## config.mk

```make
export PLATFORM = sky130hd
export DESIGN_NAME = dbc_top
export DESIGN_NICKNAME = d
export VERILOG_FILES = /design/src/logic/dbc_pkg.sv /design/src/logic/dbc_top.sv
export SDC_FILE = /design/constraint.sdc
export NUM_CORES = 1
export LEC_CHECK = 0
export BUFFER_PORTS_ARGS = -buffer_cell sky130_fd_sc_hd__buf_2
export CAP_MARGIN = 20
export CORE_MARGIN = 5
export CORE_UTILIZATION = 56
export CTS_CLUSTER_DIAMETER = 80
export CTS_CLUSTER_SIZE = 14
export DETAILED_ROUTE_END_ITERATION = 10
export PLACE_DENSITY = 0.76
export SKIP_CTS_REPAIR_TIMING = 1
export SLEW_MARGIN = 20
export SYNTH_ARGS = -nofsm -noshare
export SYNTH_HDL_FRONTEND = slang
export SYNTH_SLANG_ARGS = --single-unit
```

## constraint.sdc

```tcl
create_clock -name i_clk_sys -period 5.67 [get_ports i_clk_sys]
set_input_delay 0.567 -clock i_clk_sys [delete_from_list [all_inputs] [get_ports i_clk_sys]]
set_output_delay 0.567 -clock i_clk_sys [all_outputs]
set_load 0.005 [all_outputs]
```

## src/logic/dbc_pkg.sv

```systemverilog
// Package with register map, field layout and timing constants of the dead-band and chopper stage.
`default_nettype none
package dbc_pkg;
  // Register bus geometry.
  localparam int          ADDR_W       = 5;
  localparam int          DATA_W       = 16;
  // Register offsets (byte addresses, one word each).
  localparam logic [4:0]  OFS_DB_CTRL  = 5'h00;
  localparam logic [4:0]  OFS_RISE_DLY = 5'h04;
  localparam logic [4:0]  OFS_FALL_DLY = 5'h08;
  localparam logic [4:0]  OFS_CHOP     = 5'h0C;
  localparam logic [4:0]  OFS_STATUS   = 5'h10;
  // deadband_control fields.
  localparam int          HALF_BIT     = 15;
  localparam int          IN_SEL_LSB   = 4;
  localparam int          POL_LSB      = 2;
  localparam int          MODE_LSB     = 0;
  // Delay count fields.
  localparam int          DELAY_W      = 10;
  localparam int          DELAY_LSB    = 0;
  // chopper_control fields.
  localparam int          DUTY_LSB     = 8;
  localparam int          FREQ_LSB     = 5;
  localparam int          WIDTH_LSB    = 1;
  localparam int          CHOP_EN_BIT  = 0;
  // Writable bits of each register; the rest are reserved and read as zero.
  localparam logic [15:0] MASK_DB_CTRL = 16'h803F;
  localparam logic [15:0] MASK_DELAY   = 16'h03FF;
  localparam logic [15:0] MASK_CHOP    = 16'h07FF;
  // Reset values.
  localparam logic [15:0] RST_DB_CTRL  = 16'h0000;
  localparam logic [15:0] RST_RISE_DLY = 16'h0000;
  localparam logic [15:0] RST_FALL_DLY = 16'h0000;
  localparam logic [15:0] RST_CHOP     = 16'h0000;
  // Carrier timing: base carrier is system clock / 8, duty in eighths.
  localparam logic [2:0]  CARRIER_LAST = 3'h7;
  localparam logic [2:0]  DUTY_MAX     = 3'h6;
  localparam logic [2:0]  SHOT_LSBS    = 3'h7;
  // Chopper per-channel sequence.
  typedef enum logic [1:0] {
    DBC_CHOP_IDLE,
    DBC_CHOP_SHOT,
    DBC_CHOP_CARRY
  } dbc_chop_state_t;
endpackage
`default_nettype wire

```

## src/logic/dbc_top.sv

```systemverilog
// Dead-band generator followed by a PWM chopper, with its register port.
//
// Local design decisions: strobed register access and the register addresses.
`timescale 1ns/10ps
`default_nettype none
module dbc_top (
  // Clock and reset.
  input  wire logic        i_clk_sys,
  input  wire logic        i_reset,
  // Register port.
  input  wire logic [4:0]  i_addr,
  input  wire logic [15:0] i_wr_data,
  input  wire logic        i_wr_stb,
  input  wire logic        i_rd_stb,
  output var  logic [15:0] o_rd_data,
  // Time-base ticks: one per time-base clock, and one at its half period.
  input  wire logic        i_tb_tick,
  input  wire logic        i_tb_mid_tick,
  // Action-qualifier waveforms.
  input  wire logic        i_pwm_a,
  input  wire logic        i_pwm_b,
  // Shaped outputs.
  output var  logic        o_out_a,
  output var  logic        o_out_b
);

  function automatic logic [6:0] shot_load(input logic [3:0] width);
    shot_load = {width, dbc_pkg::SHOT_LSBS};
  endfunction

  function automatic logic [15:0] reg_write(input logic [15:0] data, input logic [15:0] mask);
    reg_write = data & mask;
  endfunction

  logic [15:0]                    db_ctrl_q;
  logic [15:0]                    rise_reg_q;
  logic [15:0]                    fall_reg_q;
  logic [15:0]                    chop_reg_q;
  logic [15:0]                    rd_data_q;
  logic [9:0]                     rise_cnt_q;
  logic [9:0]                     rise_cnt_d;
  logic [9:0]                     fall_cnt_q;
  logic [9:0]                     fall_cnt_d;
  logic [2:0]                     sub_q;
  logic [2:0]                     sub_d;
  logic [2:0]                     step_q;
  logic [2:0]                     step_d;
  dbc_pkg::dbc_chop_state_t       chop_st_q [2];
  dbc_pkg::dbc_chop_state_t       chop_st_d [2];
  logic [6:0]                     chop_cnt_q [2];
  logic [6:0]                     chop_cnt_d [2];
  logic [1:0]                     out_q;
  logic [1:0]                     out_d;

  // Register decode.
  wire        sel_db_ctrl = (i_addr == dbc_pkg::OFS_DB_CTRL);
  wire        sel_rise    = (i_addr == dbc_pkg::OFS_RISE_DLY);
  wire        sel_fall    = (i_addr == dbc_pkg::OFS_FALL_DLY);
  wire        sel_chop    = (i_addr == dbc_pkg::OFS_CHOP);
  wire        sel_status  = (i_addr == dbc_pkg::OFS_STATUS);

  // Configuration fields.
  wire        half_w      = db_ctrl_q[dbc_pkg::HALF_BIT];
  wire [1:0]  in_sel_w    = db_ctrl_q[dbc_pkg::IN_SEL_LSB +: 2];
  wire [1:0]  pol_w       = db_ctrl_q[dbc_pkg::POL_LSB +: 2];
  wire [1:0]  mode_w      = db_ctrl_q[dbc_pkg::MODE_LSB +: 2];
  wire [9:0]  red_w       = rise_reg_q[dbc_pkg::DELAY_LSB +: dbc_pkg::DELAY_W];
  wire [9:0]  fed_w       = fall_reg_q[dbc_pkg::DELAY_LSB +: dbc_pkg::DELAY_W];
  wire [2:0]  duty_w      = chop_reg_q[dbc_pkg::DUTY_LSB +: 3];
  wire [2:0]  freq_w      = chop_reg_q[dbc_pkg::FREQ_LSB +: 3];
  wire [3:0]  width_w     = chop_reg_q[dbc_pkg::WIDTH_LSB +: 4];
  wire        chop_en_w   = chop_reg_q[dbc_pkg::CHOP_EN_BIT];

  // Dead-band delay path.
  wire        rise_src    = in_sel_w[0] ? i_pwm_b : i_pwm_a;
  wire        fall_src    = in_sel_w[1] ? i_pwm_b : i_pwm_a;
  wire        dly_tick    = i_tb_tick | (half_w & i_tb_mid_tick);
  wire        rise_dly    = rise_src & (rise_cnt_q == red_w);
  wire        fall_dly    = fall_src | (fall_cnt_q != fed_w);
  wire        db_a        = mode_w[1] ? (rise_dly ^ pol_w[0]) : i_pwm_a;
  wire        db_b        = mode_w[0] ? (fall_dly ^ pol_w[1]) : i_pwm_b;
  wire [1:0]  db_w        = {db_b, db_a};

  // Carrier: sub counts system clocks per eighth, step counts eighths.
  wire [2:0]  duty_eff    = (duty_w > dbc_pkg::DUTY_MAX) ? dbc_pkg::DUTY_MAX : duty_w;
  wire        sub_wrap    = (sub_q >= freq_w);
  wire        carrier_w   = (step_q <= duty_eff);
  wire [6:0]  shot_len_w  = shot_load(width_w);

  // Read data of the addressed register.
  wire [15:0] rd_mux      = sel_db_ctrl ? db_ctrl_q :
                            sel_rise    ? rise_reg_q :
                            sel_fall    ? fall_reg_q :
                            sel_chop    ? chop_reg_q :
                            sel_status  ? {13'h0000, carrier_w, out_q} : 16'h0000;

  always_comb begin
    rise_cnt_d = rise_cnt_q;
    fall_cnt_d = fall_cnt_q;
    if (!rise_src) begin
      rise_cnt_d = 10'h000;
    end else if (dly_tick && (rise_cnt_q < red_w)) begin
      rise_cnt_d = rise_cnt_q + 10'h001;
    end
    if (fall_src) begin
      fall_cnt_d = 10'h000;
    end else if (dly_tick && (fall_cnt_q < fed_w)) begin
      fall_cnt_d = fall_cnt_q + 10'h001;
    end
  end

  always_comb begin
    sub_d  = sub_wrap ? 3'h0 : sub_q + 3'h1;
    step_d = sub_wrap ? step_q + 3'h1 : step_q;
  end

  // Per-channel first pulse then carrier gating; the rising cycle counts as the first shot clock.
  always_comb begin
    for (int i = 0; i < 2; i++) begin
      chop_st_d[i]  = chop_st_q[i];
      chop_cnt_d[i] = chop_cnt_q[i];
      out_d[i]      = db_w[i];
      case (chop_st_q[i])
        dbc_pkg::DBC_CHOP_IDLE: begin
          if (db_w[i]) begin
            chop_st_d[i]  = dbc_pkg::DBC_CHOP_SHOT;
            chop_cnt_d[i] = shot_len_w;
          end
        end
        dbc_pkg::DBC_CHOP_SHOT: begin
          if (!db_w[i]) begin
            chop_st_d[i] = dbc_pkg::DBC_CHOP_IDLE;
          end else if (chop_cnt_q[i] == 7'h01) begin
            chop_st_d[i] = dbc_pkg::DBC_CHOP_CARRY;
          end else begin
            chop_cnt_d[i] = chop_cnt_q[i] - 7'h01;
          end
        end
        dbc_pkg::DBC_CHOP_CARRY: begin
          if (!db_w[i]) begin
            chop_st_d[i] = dbc_pkg::DBC_CHOP_IDLE;
          end
          if (chop_en_w) begin
            out_d[i] = db_w[i] & carrier_w;
          end
        end
        default: begin
          chop_st_d[i] = dbc_pkg::DBC_CHOP_IDLE;
        end
      endcase
    end
  end

  always_ff @(posedge i_clk_sys) begin
    if (i_reset) begin
      db_ctrl_q  <= dbc_pkg::RST_DB_CTRL;
      rise_reg_q <= dbc_pkg::RST_RISE_DLY;
      fall_reg_q <= dbc_pkg::RST_FALL_DLY;
      chop_reg_q <= dbc_pkg::RST_CHOP;
    end else if (i_wr_stb) begin
      if (sel_db_ctrl) begin
        db_ctrl_q <= reg_write(i_wr_data, dbc_pkg::MASK_DB_CTRL);
      end
      if (sel_rise) begin
        rise_reg_q <= reg_write(i_wr_data, dbc_pkg::MASK_DELAY);
      end
      if (sel_fall) begin
        fall_reg_q <= reg_write(i_wr_data, dbc_pkg::MASK_DELAY);
      end
      if (sel_chop) begin
        chop_reg_q <= reg_write(i_wr_data, dbc_pkg::MASK_CHOP);
      end
    end
  end

  always_ff @(posedge i_clk_sys) begin
    if (i_reset) begin
      rd_data_q <= 16'h0000;
    end else begin
      rd_data_q <= i_rd_stb ? rd_mux : 16'h0000;
    end
  end

  always_ff @(posedge i_clk_sys) begin
    if (i_reset) begin
      rise_cnt_q <= 10'h000;
      fall_cnt_q <= 10'h000;
      sub_q      <= 3'h0;
      step_q     <= 3'h0;
      out_q      <= 2'h0;
    end else begin
      rise_cnt_q <= rise_cnt_d;
      fall_cnt_q <= fall_cnt_d;
      sub_q      <= sub_d;
      step_q     <= step_d;
      out_q      <= out_d;
    end
  end

  always_ff @(posedge i_clk_sys) begin
    for (int i = 0; i < 2; i++) begin
      if (i_reset) begin
        chop_st_q[i]  <= dbc_pkg::DBC_CHOP_IDLE;
        chop_cnt_q[i] <= 7'h00;
      end else begin
        chop_st_q[i]  <= chop_st_d[i];
        chop_cnt_q[i] <= chop_cnt_d[i];
      end
    end
  end

  assign o_rd_data = rd_data_q;
  assign o_out_a   = out_q[0];
  assign o_out_b   = out_q[1];
endmodule
`default_nettype wire

```

==> metrics.md <==
| Metric | Value |
|---|---|
| Maxcap violations | 0 |
| Mapped Area | 4890 sq um |
| Skew final | 0.0145 ns |
| Synth top area share | 39.3% |
| Drt first pass iters | 7 |
| Crit Path Class | flop to flop |
| Die Y | 103 microns |
| CP Capture Type | flop |
| # IOs | 47 |
| Post-synthesis average cell area | 8.08 sq um |
| Synth top cells by count | nand2_1 (97), dfxtp_1 (96), a21oi_1 (60), nor2_1 (44), inv_1 (35) |
| Row cnt | 34 |
| DRT iter0 DRCs | 292 |
| Overall Global Routing Usage | 22.5% |
| XOR/XNOR Fraction of Synth Area | 3.04% |
| Synth Area in Simple Gates | 25.1% |
| H-tree Lvls | 3 |
| Clock Path Buffers | 2 |
| Full die area | 10700 sq um |
| Area contributors post-synth | dfxtp_1 (39%), ha_1 (8.7%), nand2_1 (7.4%) |
| Ant diodes | 0 |
| Compound-gate portion of the synthesized area | 16.6% |
| Area of the core | 8640 sq um |
| Cts bufs inserted | 9 |
| Top-count cell post-synth | nand2_1 |
| Initial antenna violation count | 0 |
| Post-DP HPWL | 8.71 mm |
| Final Setup Violations | 0 |
| Die extent in x | 103 microns |
| CTS tree | built |
| Clock Latency Late Sink | 0.37 ns |
| Lkg Pwr | 2.02 nW |
| Sequential share of the synthesized area | 39.3% |
| GR Overflow Total | 0 |
| Remaining antenna violation count | 0 |
| VDD IR max | 0.000113 V |
| CP max FO | 14 |
| Post-Synthesis Cells | 606 |
| Main synth FF type | dfxtp_1 |
| Slew headroom | 39.2% |
| Drc violations | 0 |
| Placed cells | 728 |
| Share of post-route cells with drive strength above 1 | 10.7% |
| Critical Path Source Type | flop |
| Req. time, crit path | 5.94 ns |
| Routed wire per std cell | 15.7 microns |
| Post-layout min period | 2.44 ns |
| Nets | 694 |
| Non-Filler Instances | 744 |
| CP arrival | 2.71 ns |
| #FFs+latches synth | 96 |
| RSZ-0062 raised after global routing | false |
| Worst slew pin tran | 0.907 ns |
| Post-synth EDFFs | 0 |
| RePlAce Congestion | 0.859 |
| Vias in the first global route | 4031 |
| Library cells used by synthesis | 59 |
| Final Max Tran Viols | 0 |
| Area leader, netlist | dfxtp_1 |
| Vias | 4428 |
| Largest family of logic cells by synthesized area | simple AND/OR/NAND/NOR gates |
| Root buf cell | clkbuf_8 |
| Synthesized-area fraction occupied by adder cells | 8.69% |
| Fmax | 0.411 GHz |
| Power per cell area | 248 nW/um^2 |
| Mux cell area share after synthesis | 1.87% |
| Via/cell ratio | 5.95 |
| Final period utilization | 43.0% |
| Effective utilization at floorplan | 56.7% |
| # port buffers | 38 |
| Worst hold path type | input pin to flop |
| Final hold vios | 0 |
| WL final | 11.7 mm |
| Async SR Flop Fraction | 0% |
| Clk slew on worst S/H paths | 0.10 ns |
| Synthesis-to-finish area growth | 9.15% |
| Largest net degree at the start of global routing | 62 |
| Post-Route Setup TNS | 0 ns |
| TritonCTS sink count | 96 |
| Status | finished clean |
| Global-route wire length before repair | 19.1 mm |
| YS warnings | 0 |
[worst max-delay path, stage by stage, from the launching register on]
cell	delay, ns
dfxtp_1	0.38
inv_1	0.06
ha_1	0.30
and4_1	0.22
nand2_1	0.09
mux2i_1	0.17
o31ai_2	0.78
o21bai_1	0.18
o311a_1	0.16
[state kept, by name, summed over array words and instances, names as in the netlist]
name and count:
rise_reg_q 10, db_ctrl_q 7, step_q 3, chop_reg_q 11, sub_q 3, fall_cnt_q 10, o_rd_data 12, rise_cnt_q 10
chop_st_q 4, out_q 2, fall_reg_q 10, chop_cnt_q 14
[cell type report]
class | instances | area [sq um]
clock inverters | 6 | 91.3
flip-flops and latches | 96 | 1920
well taps | 108 | 135
clock buffers | 10 | 128
repair buffers | 40 | 205
inverters | 35 | 131
fillers | 734 | 3290
multi-input cells | 449 | 2730
[logic make-up after synthesis]
| kind of cell | after synthesis |
|---|---|
| other cells | 1 |
| simple gates | 255 |
| buf+inv | 64 |
| mux | 9 |
| flops | 96 |
| compound gates | 130 |
| xor+xnor | 17 |
| fa+ha+maj | 34 |
[worst paths after layout]
| path | start | slack (ns) | depth (start not counted) | to |
|---|---|---|---|---|
| max reg2reg | fall_reg_q[7]$_SDFFE_PP0P_ | 3.23 | 8 | chop_cnt_q[1][2]$_SDFFE_PP0P_ |
| min reg2reg | chop_reg_q[7]$_SDFFE_PP0P_ | 0.46 | 2 | chop_reg_q[7]$_SDFFE_PP0P_ |
| max | fall_reg_q[7]$_SDFFE_PP0P_ | 3.23 | 8 | chop_cnt_q[1][2]$_SDFFE_PP0P_ |
| min | i_wr_data[15] | 0.44 | 3 | db_ctrl_q[15]$_SDFFE_PP0P_ |
[routing by layer]
metal	share of wire (%)	vias up	global-route usage [%]
li1	-	2170	-
met1	44	2105	29.3
met2	48	133	38.2
met3	5.9	20	3.89
met4	1.6	0	6.97
met5	0	-	0
[cells in the final DEF (no fill, tap or decap), types with 3 or more instances in the layout]
cell type,Yosys,routed
nor4_1,7,6
xor2_1,6,6
inv_1,35,35
or2_2,3,3
nor2b_1,6,6
and2_1,5,5
nor3_1,14,14
nand2_1,97,97
nor4_2,3,4
nand4_1,9,9
a21o_1,7,7
a21oi_1,60,60
dfxtp_1,96,96
o31ai_1,3,3
xnor2_1,11,11
buf_2,6,38
clkbuf_8,0,9
a22o_1,4,4
or3_1,6,6
a22oi_1,4,4
mux2i_1,8,8
and3_1,11,11
nor2_1,44,43
a222oi_1,3,3
nand2b_1,5,5
conb_1,1,4
o21ai_1,7,7
ha_1,34,34
a211oi_1,5,5
o32ai_1,4,4
nand3_1,34,34
and4_1,3,3
o21ai_0,15,15
[stage by stage]
stage	total power, mW	utilization (%)	setup WS (ns)	instance area, sq um	hold slack [ns]
after floorplan	0.795	-	3.67	4910	0.427
after global placement	0.828	59.3	2.87	5120	0.443
after detailed placement	0.832	59.3	2.79	5120	0.449
after CTS	1.33	61.8	3.18	5340	0.433
after global routing	1.38	61.9	3.04	5340	0.432
final	1.32	61.9	3.23	5340	0.442
[power by group]
part / internal, mW / switching [mW] / leakage, nW
clock: 0.252 / 0.252 / 0.111
sequential: 0.687 / 0.0125 / 0.777
combinational: 0.0412 / 0.0787 / 1.13
total: 0.980 / 0.343 / 2.02
(Power assumes the default switching activity.)
